### src/hdl/leo_params.svh
`ifndef LEO_PARAMS_SVH
`define LEO_PARAMS_SVH

// ----------------------------------------
// Math variable range, hundredths units
// ----------------------------------------
`define LEO_MV_W 32
`define LEO_MV_MAX 32'sh63FFFFFF
`define LEO_MV_MIN 32'sh9C000001
`define LEO_MV_ONE 32'sh00000064
`define LEO_MV_RST 32'sh00000000

// ----------------------------------------
// Default sizes
// ----------------------------------------
`define LEO_NBITS 16
`define LEO_NSLOT 4

`endif

### src/hdl/leo_pkg.sv
`include "leo_params.svh"

package leo_pkg;

	// ----------------------------------------
	// Operator codes
	// ----------------------------------------
	typedef enum logic [2:0] {
		OP_PASS = 3'b000,
		OP_NOT = 3'b001,
		OP_RISE = 3'b010,
		OP_FALL = 3'b011,
		OP_NRISE = 3'b100,
		OP_NFALL = 3'b101
	} bool_op_e;

	typedef enum logic [2:0] {
		CMP_LT = 3'b000,
		CMP_GT = 3'b001,
		CMP_LE = 3'b010,
		CMP_GE = 3'b011,
		CMP_EQ = 3'b100,
		CMP_NE = 3'b101
	} cmp_op_e;

	typedef enum logic [0:0] {
		ST_IDLE = 1'b0,
		ST_REC = 1'b1
	} rec_state_e;

	typedef logic signed [`LEO_MV_W-1:0] mv_t;

endpackage : leo_pkg

### src/hdl/edge_op_if.sv
`timescale 1ns/1ps

interface edge_op_if #(
	parameter int N = 16
);
	logic tick;
	logic [N-1:0] bits;
	logic [N-1:0] prev;
	logic [N-1:0] rise;
	logic [N-1:0] fall;

	modport src (
		output tick,
		output bits,
		input prev,
		input rise,
		input fall
	);

	modport bank (
		input tick,
		input bits,
		output prev,
		output rise,
		output fall
	);
endinterface : edge_op_if

### src/hdl/edge_bank.sv
`timescale 1ns/1ps

module edge_bank #(
	parameter int N = 16
) (
	// Clock and reset
	input wire logic sys_clk,
	input wire logic rst_n,
	// Bit states
	edge_op_if.bank port
);

	// ----------------------------------------
	// Previous-interval store per bit
	// ----------------------------------------
	for (genvar b = 0; b < N; b++)
	begin : g_bit
		logic prev_r;

		always_ff @(posedge sys_clk)
		begin
			if (!rst_n)
				prev_r <= 1'b0;
			else if (port.tick)
				prev_r <= port.bits[b];
		end

		assign port.prev[b] = prev_r;
		assign port.rise[b] = port.bits[b] & ~prev_r;
		assign port.fall[b] = ~port.bits[b] & prev_r;
	end

	// ----------------------------------------
	// Checks
	// ----------------------------------------
	property p_prevTrack;
		@(posedge sys_clk) disable iff (!rst_n)
		port.tick |=> port.prev == $past(port.bits);
	endproperty
	a_prevTrack: assert property (p_prevTrack) else $error("prev not captured at tick");

	property p_prevHold;
		@(posedge sys_clk) disable iff (!rst_n)
		!port.tick |=> $stable(port.prev);
	endproperty
	a_prevHold: assert property (p_prevHold) else $error("prev moved between ticks");

endmodule : edge_bank

### src/hdl/math_sat.sv
`timescale 1ns/1ps
`include "leo_params.svh"

module math_sat (
	// Operands
	input leo_pkg::mv_t termA,
	input leo_pkg::mv_t curMv,
	input leo_pkg::mv_t step,
	input wire logic pickBit,
	input wire logic addBit,
	// Result
	output leo_pkg::mv_t result
);
	import leo_pkg::*;

	localparam logic signed [33:0] HI = 34'(`LEO_MV_MAX);
	localparam logic signed [33:0] LO = 34'(`LEO_MV_MIN);

	logic signed [33:0] partA;
	logic signed [33:0] partB;
	logic signed [33:0] partC;
	logic signed [33:0] sum;

	// ----------------------------------------
	// Select, add, clip
	// ----------------------------------------
	always_comb
	begin
		// A 0/1 bit scales by selection, so no multiplier is built
		partA = pickBit ? 34'(termA) : 34'sh0;
		partB = pickBit ? 34'sh0 : 34'(curMv) + 34'(step);
		partC = addBit ? 34'(`LEO_MV_ONE) : 34'sh0;
		sum = partA + partB + partC;
		// Clip instead of wrap; a wrapped value would flip sign
		if (sum > HI)
			result = `LEO_MV_MAX;
		else if (sum < LO)
			result = `LEO_MV_MIN;
		else
			result = mv_t'(sum[31:0]);
	end

endmodule : math_sat

### src/hdl/logic_equation_operator_unit.sv
`timescale 1ns/1ps
`include "leo_params.svh"


module logic_equation_operator_unit #(
	parameter int NBITS = `LEO_NBITS,
	parameter int NSLOT = `LEO_NSLOT,
	parameter int IW = $clog2(NBITS)
) (
	// Clock and reset
	input wire logic sys_clk,
	input wire logic rst_n,
	// Processing interval
	input wire logic tick,
	input wire logic [NBITS-1:0] statusBits,
	// Boolean slot settings
	input leo_pkg::bool_op_e slotOp [NSLOT],
	input wire logic [NSLOT-1:0] slotGroup,
	input wire logic [IW-1:0] slotIdx [NSLOT],
	input wire logic [NBITS-1:0] slotMask [NSLOT],
	// Math settings
	input leo_pkg::mv_t mathTermA,
	input leo_pkg::mv_t mathStep,
	input wire logic [IW-1:0] mathPickIdx,
	input wire logic [IW-1:0] mathAddIdx,
	input wire logic mathAddEn,
	input leo_pkg::cmp_op_e cmpOp,
	input leo_pkg::mv_t cmpThr,
	// Event report
	input wire logic [NSLOT-1:0] reportMask,
	input wire logic reportDone,
	// Results
	output logic [NSLOT-1:0] slotOut,
	output logic [NSLOT-1:0] slotReject,
	output leo_pkg::mv_t mathVar,
	output logic cmpOut,
	output logic reportStart,
	output logic recording
);
	import leo_pkg::*;

	// ----------------------------------------
	// Edge operator bank
	// ----------------------------------------
	edge_op_if #(.N(NBITS)) eif ();

	assign eif.tick = tick;
	assign eif.bits = statusBits;

	edge_bank #(.N(NBITS)) u_edge (
		.sys_clk(sys_clk),
		.rst_n(rst_n),
		.port(eif.bank)
	);

	// ----------------------------------------
	// Boolean slot evaluation
	// ----------------------------------------
	// Returns {reject, value}
	function automatic logic [1:0] evalSlot(
		input bool_op_e op,
		input logic grp,
		input logic v,
		input logic gv,
		input logic r,
		input logic f
	);
		logic x;
		x = grp ? gv : v;
		case (op)
			OP_PASS: evalSlot = {1'b0, x};
			OP_NOT: evalSlot = {1'b0, ~x};
			OP_RISE: evalSlot = grp ? 2'b10 : {1'b0, r};
			OP_FALL: evalSlot = grp ? 2'b10 : {1'b0, f};
			// Edge binds to its bit first, inversion after
			OP_NRISE: evalSlot = grp ? 2'b10 : {1'b0, ~r};
			OP_NFALL: evalSlot = grp ? 2'b10 : {1'b0, ~f};
			default: evalSlot = 2'b10;
		endcase
	endfunction : evalSlot

	logic [NSLOT-1:0] opnd;
	logic [NSLOT-1:0] grpVal;
	logic [NSLOT-1:0] slotNxt;
	logic [NSLOT-1:0] rejNxt;

	for (genvar s = 0; s < NSLOT; s++)
	begin : g_slot
		logic [1:0] res;

		assign opnd[s] = statusBits[slotIdx[s]];
		// Parenthesized group: combined result of the masked bits
		assign grpVal[s] = |(statusBits & slotMask[s]);
		assign res = evalSlot(slotOp[s], slotGroup[s], opnd[s], grpVal[s],
			eif.rise[slotIdx[s]], eif.fall[slotIdx[s]]);
		assign slotNxt[s] = res[0];
		assign rejNxt[s] = res[1];
	end

	logic [NSLOT-1:0] slotOut_r;
	logic [NSLOT-1:0] slotRej_r;

	always_ff @(posedge sys_clk)
	begin
		if (!rst_n)
		begin
			slotOut_r <= '0;
			slotRej_r <= '0;
		end
		else if (tick)
		begin
			slotOut_r <= slotNxt;
			slotRej_r <= rejNxt;
		end
	end

	assign slotOut = slotOut_r;
	assign slotReject = slotRej_r;

	// ----------------------------------------
	// Math variable and comparison
	// ----------------------------------------
	function automatic logic cmpEval(input cmp_op_e op, input mv_t a, input mv_t b);
		case (op)
			CMP_LT: cmpEval = a < b;
			CMP_GT: cmpEval = a > b;
			CMP_LE: cmpEval = a <= b;
			CMP_GE: cmpEval = a >= b;
			CMP_EQ: cmpEval = a == b;
			CMP_NE: cmpEval = a != b;
			default: cmpEval = 1'b0;
		endcase
	endfunction : cmpEval

	mv_t mathVar_r;
	mv_t mvNxt;
	logic cmpOut_r;
	logic cmpNxt;
	logic pickBit;

	assign pickBit = statusBits[mathPickIdx];

	math_sat u_math (
		.termA(mathTermA),
		.curMv(mathVar_r),
		.step(mathStep),
		.pickBit(pickBit),
		.addBit(mathAddEn & statusBits[mathAddIdx]),
		.result(mvNxt)
	);

	// Compare sees this interval's math result, not last one
	assign cmpNxt = cmpEval(cmpOp, mvNxt, cmpThr);

	always_ff @(posedge sys_clk)
	begin
		if (!rst_n)
		begin
			mathVar_r <= `LEO_MV_RST;
			cmpOut_r <= 1'b0;
		end
		else if (tick)
		begin
			mathVar_r <= mvNxt;
			cmpOut_r <= cmpNxt;
		end
	end

	assign mathVar = mathVar_r;
	assign cmpOut = cmpOut_r;

	// ----------------------------------------
	// Event report trigger
	// ----------------------------------------
	rec_state_e state_r;
	rec_state_e stateNxt;
	logic reportTrig;
	logic reportStart_r;
	logic startNxt;

	assign reportTrig = |(slotNxt & reportMask);

	always_comb
	begin
		stateNxt = state_r;
		startNxt = 1'b0;
		case (state_r)
			ST_IDLE:
			begin
				if (tick && reportTrig)
				begin
					stateNxt = ST_REC;
					startNxt = 1'b1;
				end
			end
			ST_REC:
			begin
				// Retriggers while busy are dropped, not queued
				if (reportDone)
					stateNxt = ST_IDLE;
			end
			default: stateNxt = ST_IDLE;
		endcase
	end

	always_ff @(posedge sys_clk)
	begin
		if (!rst_n)
		begin
			state_r <= ST_IDLE;
			reportStart_r <= 1'b0;
		end
		else
		begin
			state_r <= stateNxt;
			reportStart_r <= startNxt;
		end
	end

	assign reportStart = reportStart_r;
	assign recording = (state_r == ST_REC);

	// ----------------------------------------
	// Checks on slot 0, math variable and report trigger
	// ----------------------------------------
	logic chkOpnd;
	logic chkGrp;
	logic chkPrev;
	logic chkGrpOn;
	bool_op_e chkOp;

	assign chkOpnd = opnd[0];
	assign chkGrp = grpVal[0];
	assign chkPrev = eif.prev[slotIdx[0]];
	assign chkGrpOn = slotGroup[0];
	assign chkOp = slotOp[0];

	property p_notBit;
		@(posedge sys_clk) disable iff (!rst_n)
		(tick && chkOp == OP_NOT && !chkGrpOn) |=> slotOut_r[0] == !$past(chkOpnd);
	endproperty
	a_notBit: assert property (p_notBit) else $error("NOT of bit wrong");

	property p_notGroup;
		@(posedge sys_clk) disable iff (!rst_n)
		(tick && chkOp == OP_NOT && chkGrpOn) |=> slotOut_r[0] == !$past(chkGrp);
	endproperty
	a_notGroup: assert property (p_notGroup) else $error("NOT of group wrong");

	property p_rise;
		@(posedge sys_clk) disable iff (!rst_n)
		(tick && chkOp == OP_RISE && !chkGrpOn)
			|=> slotOut_r[0] == ($past(chkOpnd) && !$past(chkPrev));
	endproperty
	a_rise: assert property (p_rise) else $error("rising edge wrong");

	property p_nrise;
		@(posedge sys_clk) disable iff (!rst_n)
		(tick && chkOp == OP_NRISE && !chkGrpOn)
			|=> slotOut_r[0] == !($past(chkOpnd) && !$past(chkPrev));
	endproperty
	a_nrise: assert property (p_nrise) else $error("inverted rising edge wrong");

	property p_fall;
		@(posedge sys_clk) disable iff (!rst_n)
		(tick && chkOp == OP_FALL && !chkGrpOn)
			|=> slotOut_r[0] == (!$past(chkOpnd) && $past(chkPrev));
	endproperty
	a_fall: assert property (p_fall) else $error("falling edge wrong");

	property p_nfall;
		@(posedge sys_clk) disable iff (!rst_n)
		(tick && chkOp == OP_NFALL && !chkGrpOn)
			|=> slotOut_r[0] == !(!$past(chkOpnd) && $past(chkPrev));
	endproperty
	a_nfall: assert property (p_nfall) else $error("inverted falling edge wrong");

	property p_edgeGroup;
		@(posedge sys_clk) disable iff (!rst_n)
		(tick && chkGrpOn && chkOp inside {OP_RISE, OP_FALL, OP_NRISE, OP_NFALL})
			|=> slotRej_r[0] && !slotOut_r[0];
	endproperty
	a_edgeGroup: assert property (p_edgeGroup) else $error("edge on group not refused");

	property p_stable;
		@(posedge sys_clk) disable iff (!rst_n)
		!tick |=> $stable(slotOut_r) && $stable(mathVar_r) && $stable(cmpOut_r);
	endproperty
	a_stable: assert property (p_stable) else $error("result moved without tick");

	property p_range;
		@(posedge sys_clk) disable iff (!rst_n)
		mathVar_r <= `LEO_MV_MAX && mathVar_r >= `LEO_MV_MIN;
	endproperty
	a_range: assert property (p_range) else $error("math variable out of range");

	property p_cmp;
		@(posedge sys_clk) disable iff (!rst_n)
		tick |=> cmpOut_r == cmpEval($past(cmpOp), mathVar_r, $past(cmpThr));
	endproperty
	a_cmp: assert property (p_cmp) else $error("comparison result wrong");

	property p_startIdle;
		@(posedge sys_clk) disable iff (!rst_n)
		reportStart_r |-> $past(state_r) == ST_IDLE && recording;
	endproperty
	a_startIdle: assert property (p_startIdle) else $error("report restarted while busy");

	property p_busyNoStart;
		@(posedge sys_clk) disable iff (!rst_n)
		(recording && !reportDone) |=> !reportStart_r && recording;
	endproperty
	a_busyNoStart: assert property (p_busyNoStart) else $error("start during recording");

	c_rise: cover property (@(posedge sys_clk) disable iff (!rst_n)
		tick && chkOp == OP_RISE ##1 slotOut_r[0]);
	c_report: cover property (@(posedge sys_clk) disable iff (!rst_n)
		reportStart_r ##[1:20] !recording);
	c_clip: cover property (@(posedge sys_clk) disable iff (!rst_n)
		mathVar_r == `LEO_MV_MAX);
	c_reject: cover property (@(posedge sys_clk) disable iff (!rst_n)
		slotRej_r[0]);

endmodule : logic_equation_operator_unit

### config.mk
export PLATFORM = sky130hd
export DESIGN_NAME = logic_equation_operator_unit
export DESIGN_NICKNAME = d
export VERILOG_FILES = /design/src/hdl/leo_pkg.sv /design/src/hdl/edge_op_if.sv /design/src/hdl/edge_bank.sv /design/src/hdl/math_sat.sv /design/src/hdl/logic_equation_operator_unit.sv
export VERILOG_INCLUDE_DIRS = /design/src /design/src/hdl
export SDC_FILE = /design/constraint.sdc
export NUM_CORES = 1
export LEC_CHECK = 0
export ABC_AREA = 1
export ABC_CLOCK_PERIOD_IN_PS = 11300
export BUFFER_PORTS_ARGS = -buffer_cell sky130_fd_sc_hd__buf_2
export CELL_PAD_IN_SITES_DETAIL_PLACEMENT = 1
export CELL_PAD_IN_SITES_GLOBAL_PLACEMENT = 1
export CORE_ASPECT_RATIO = 1.75
export CORE_MARGIN = 2
export CORE_UTILIZATION = 40
export DETAILED_ROUTE_END_ITERATION = 10
export PLACE_DENSITY_LB_ADDON = 0.15
export SYNTH_ARGS = -nofsm -noshare
export SYNTH_HDL_FRONTEND = slang
export SYNTH_HIERARCHICAL = 1
export SYNTH_SLANG_ARGS = --single-unit
export TNS_END_PERCENT = 10
### constraint.sdc
create_clock -name sys_clk -period 11.3 [get_ports sys_clk]
set_input_delay 0.565 -clock sys_clk [delete_from_list [all_inputs] [get_ports sys_clk]]
set_output_delay 0.565 -clock sys_clk [all_outputs]
set_load 0.005 [all_outputs]
==> results_tabular.tex <==
\begin{tabular}{lr}
\hline
Metric & Value \\
\hline
\multicolumn{2}{l}{\textbf{Global routing}} \\
\quad Antenna violations before repair & 2 \\
\quad Tot GR Track Use & 0.3687 \\
\quad Number of global-route vias before repair & 16,812 \\
\quad Pin count of the biggest net entering global routing & 55 \\
\quad First-pass GRT wire length & 88,480 µm \\
\quad Global route overflow & 0 \\
\multicolumn{2}{l}{\textbf{Status}} \\
\quad Result of the run & complete, no violations \\
\multicolumn{2}{l}{\textbf{Detailed routing}} \\
\quad Post-detailed-route count of antenna-violating nets & 0 \\
\quad WL final & 58,020 µm \\
\quad Number of iterations in the first detailed-routing pass & 4 \\
\quad DR vias/cell & 5.643 \\
\quad DRC violation count after routing & 0 \\
\quad Routed wire length per instance & 20.57 µm \\
\quad DRC marker count from the first detailed-route iteration & 674 \\
\quad Vias & 15,912 \\
\multicolumn{2}{l}{\textbf{Setup path}} \\
\quad Critical Path AT & 8030 ps \\
\quad CP top delay family & simple AND/OR/NAND/NOR gates \\
\quad Critical path startpoint category & flip-flop \\
\quad Critical-path maximum fanout & 31 \\
\quad Capturing element type of the critical path & flip-flop \\
\quad Cell repeated most along the worst path & nand2\_1 \\
\quad Highest cell delay on the worst timing path & 940 ps \\
\quad Buffers and inverters on the worst path & 2 \\
\quad Critical Setup Path Class & flip-flop to flip-flop \\
\quad Highest-delay cell along the critical path & o21ai\_0 \\
\quad Worst Path Required & 11,600 ps \\
\multicolumn{2}{l}{\textbf{Clocking}} \\
\quad Maximum count of clock buffers along a single path & 2 \\
\quad Number of H-tree levels & 3 \\
\quad Clock-pin slew reported for the worst setup and hold paths after clock tree synthesis & 60 ps \\
\quad Number of sinks driven by the clock tree & 59 \\
\quad Cell chosen for the clock root & clkbuf\_16 \\
\quad Resized cells post-CTS & 0 \\
\quad Clock tree from TritonCTS & done \\
\quad Hold Buf Count CTS & 0 \\
\quad Insertion delay to the later sink of the worst-skew pair & 370 ps \\
\quad Total clock buffers created by CTS & 9 \\
\quad Setup bufs post-CTS & 0 \\
\multicolumn{2}{l}{\textbf{Timing}} \\
\quad Final worst path period share & 0.6842 \\
\quad Final hold violations & 0 \\
\quad Worst-case headroom to the max-slew limit & 0.2010 \\
\quad Final clock skew & 9.720 ps \\
\quad Shortest period the worst path allows & 7731 ps \\
\quad Transition time at the pin with the least slew margin & 1186 ps \\
\quad Setup repair after global routing missed its margin & false \\
\quad Final count of negative-setup-slack endpoints & 0 \\
\quad Max Clock Freq & 129.3 MHz \\
\quad Final setup TNS & 0 ps \\
\quad Count of final max-slew check failures & 0 \\
\multicolumn{2}{l}{\textbf{Synthesis}} \\
\quad Synth warn & 6 \\
\quad Synthesized instance count & 2,215 \\
\quad Post-synth net total & 2,574 \\
\quad Summed instance area of the synthesized netlist & 11,940 µm² \\
\quad Synthesized area per cell & 5.391 µm² \\
\multicolumn{2}{l}{\textbf{Final layout}} \\
\quad Register area & 1181 µm² \\
\quad Number of fill cells & 4,460 \\
\quad Number of nets in the finished design & 2,790 \\
\quad Multi-input combinational cell area & 9010 µm² \\
\quad Summed area of non-filler cells in the final layout & 13,720 µm² \\
\quad Area delta synth->final & 14.92\% \\
\quad Share of post-route cells with drive strength above 1 & 0.1412 \\
\quad Count of non-filler cells in the finished layout & 2,820 \\
\multicolumn{2}{l}{\textbf{Placement}} \\
\quad Number of I/O port buffers & 270 \\
\quad Placed cell count & 2,802 \\
\quad Final estimated routing congestion in global placement & 1.007 \\
\quad Detail Placement HPWL & 48,420 µm \\
\quad Placed cell area & 13,390 µm² \\
\multicolumn{2}{l}{\textbf{Floorplan}} \\
\quad Chip Height & 232.6 µm \\
\quad Chip width & 134.6 µm \\
\quad Row count & 83 \\
\quad Die area & 31,300 µm² \\
\quad Initial Util & 0.4063 \\
\quad Io pins & 271 \\
\quad Placeable Area & 29,390 µm² \\
\multicolumn{2}{l}{\textbf{Pwr}} \\
\quad Leak pwr & 8.069 nW \\
\quad Maximum resistive drop on vdd & 0.08054 mV \\
\quad PD cells & 148.2 nW/µm² \\
\multicolumn{2}{l}{\textbf{Hold path}} \\
\quad Hold Path Class & primary input to flip-flop \\
\multicolumn{2}{l}{\textbf{Job}} \\
\quad Max-cap check violation count & 0 \\
\hline
\end{tabular}
## power breakdown
part / total [mW] / switching [mW] / internal, mW
Combinational: 1.44 / 0.962 / 0.474
Clock: 0.326 / 0.126 / 0.199
Sequential: 0.272 / 0.0329 / 0.239
Total: 2.03 / 1.12 / 0.912
## tightest hold or removal path, cell delays in order
cell      delay, ps
buf_2            80
nand3b_1        100
nand2_1          50
## cell usage in the layout (no fill, tap or decap), types with 11 or more instances in the layout
cell type	n
a21oi_1	169
a31oi_1	11
buf_2	270
dfxtp_1	59
ha_1	126
inv_1	347
nand2_1	636
nand3_1	175
nand4_1	36
nor2_1	275
nor3_1	22
o211ai_1	32
o21ai_0	138
## registers in the layout (all words and copies together), names as in the netlist
| register | cells |
|---|---|
| mathVar | 32 |
| u_edge/g_bit.prev_r | 16 |
| slotOut | 4 |
| slotReject | 4 |
| cmpOut | 1 |
| recording | 1 |
| reportStart | 1 |
## path summary, 6_finish.rpt
check,from,end,cells after the start,slack [ps]
worst min register to register,u_edge/g_bit[11].prev_r,u_edge/g_bit[11].prev_r,2,490
worst min-delay path,reportDone,recording,3,470
worst max register to register,mathVar[13],cmpOut,38,3570
worst max-delay path,mathVar[13],cmpOut,38,3570
## metrics by stage
stage	utilization	total power [mW]	hold WS, ps	setup WS [ps]
final	0.4669	2.033	473.9	3569
after global routing	0.4669	2.227	476.9	2710
after floorplan	-	1.243	461.8	5569
after global placement	0.4556	1.635	471.6	3496
after detailed placement	0.4556	1.685	483.8	3340
after CTS	0.4667	2.030	461.0	3662
## cell type report
type / instances / share of cell area
Clock buffer: 10 / 0.01742
Tap cell: 382 / 0.03483
Antenna cell: 2 / 0.0003647
Multi-Input combinational cell: 1731 / 0.6566
Sequential cell: 59 / 0.08608
Inverter: 356 / 0.09757
Clock inverter: 6 / 0.006474
Timing Repair Buffer: 274 / 0.1007
## metal layers
layer	track usage	routed length (µm)	vias up
met1	0.3280	19650	7605
met2	0.7345	31710	485
met5	0	0	-
met4	0.2918	4990	0
met3	0.03595	1675	224
li1	-	-	7598
Power figures use the tool's default switching activity.
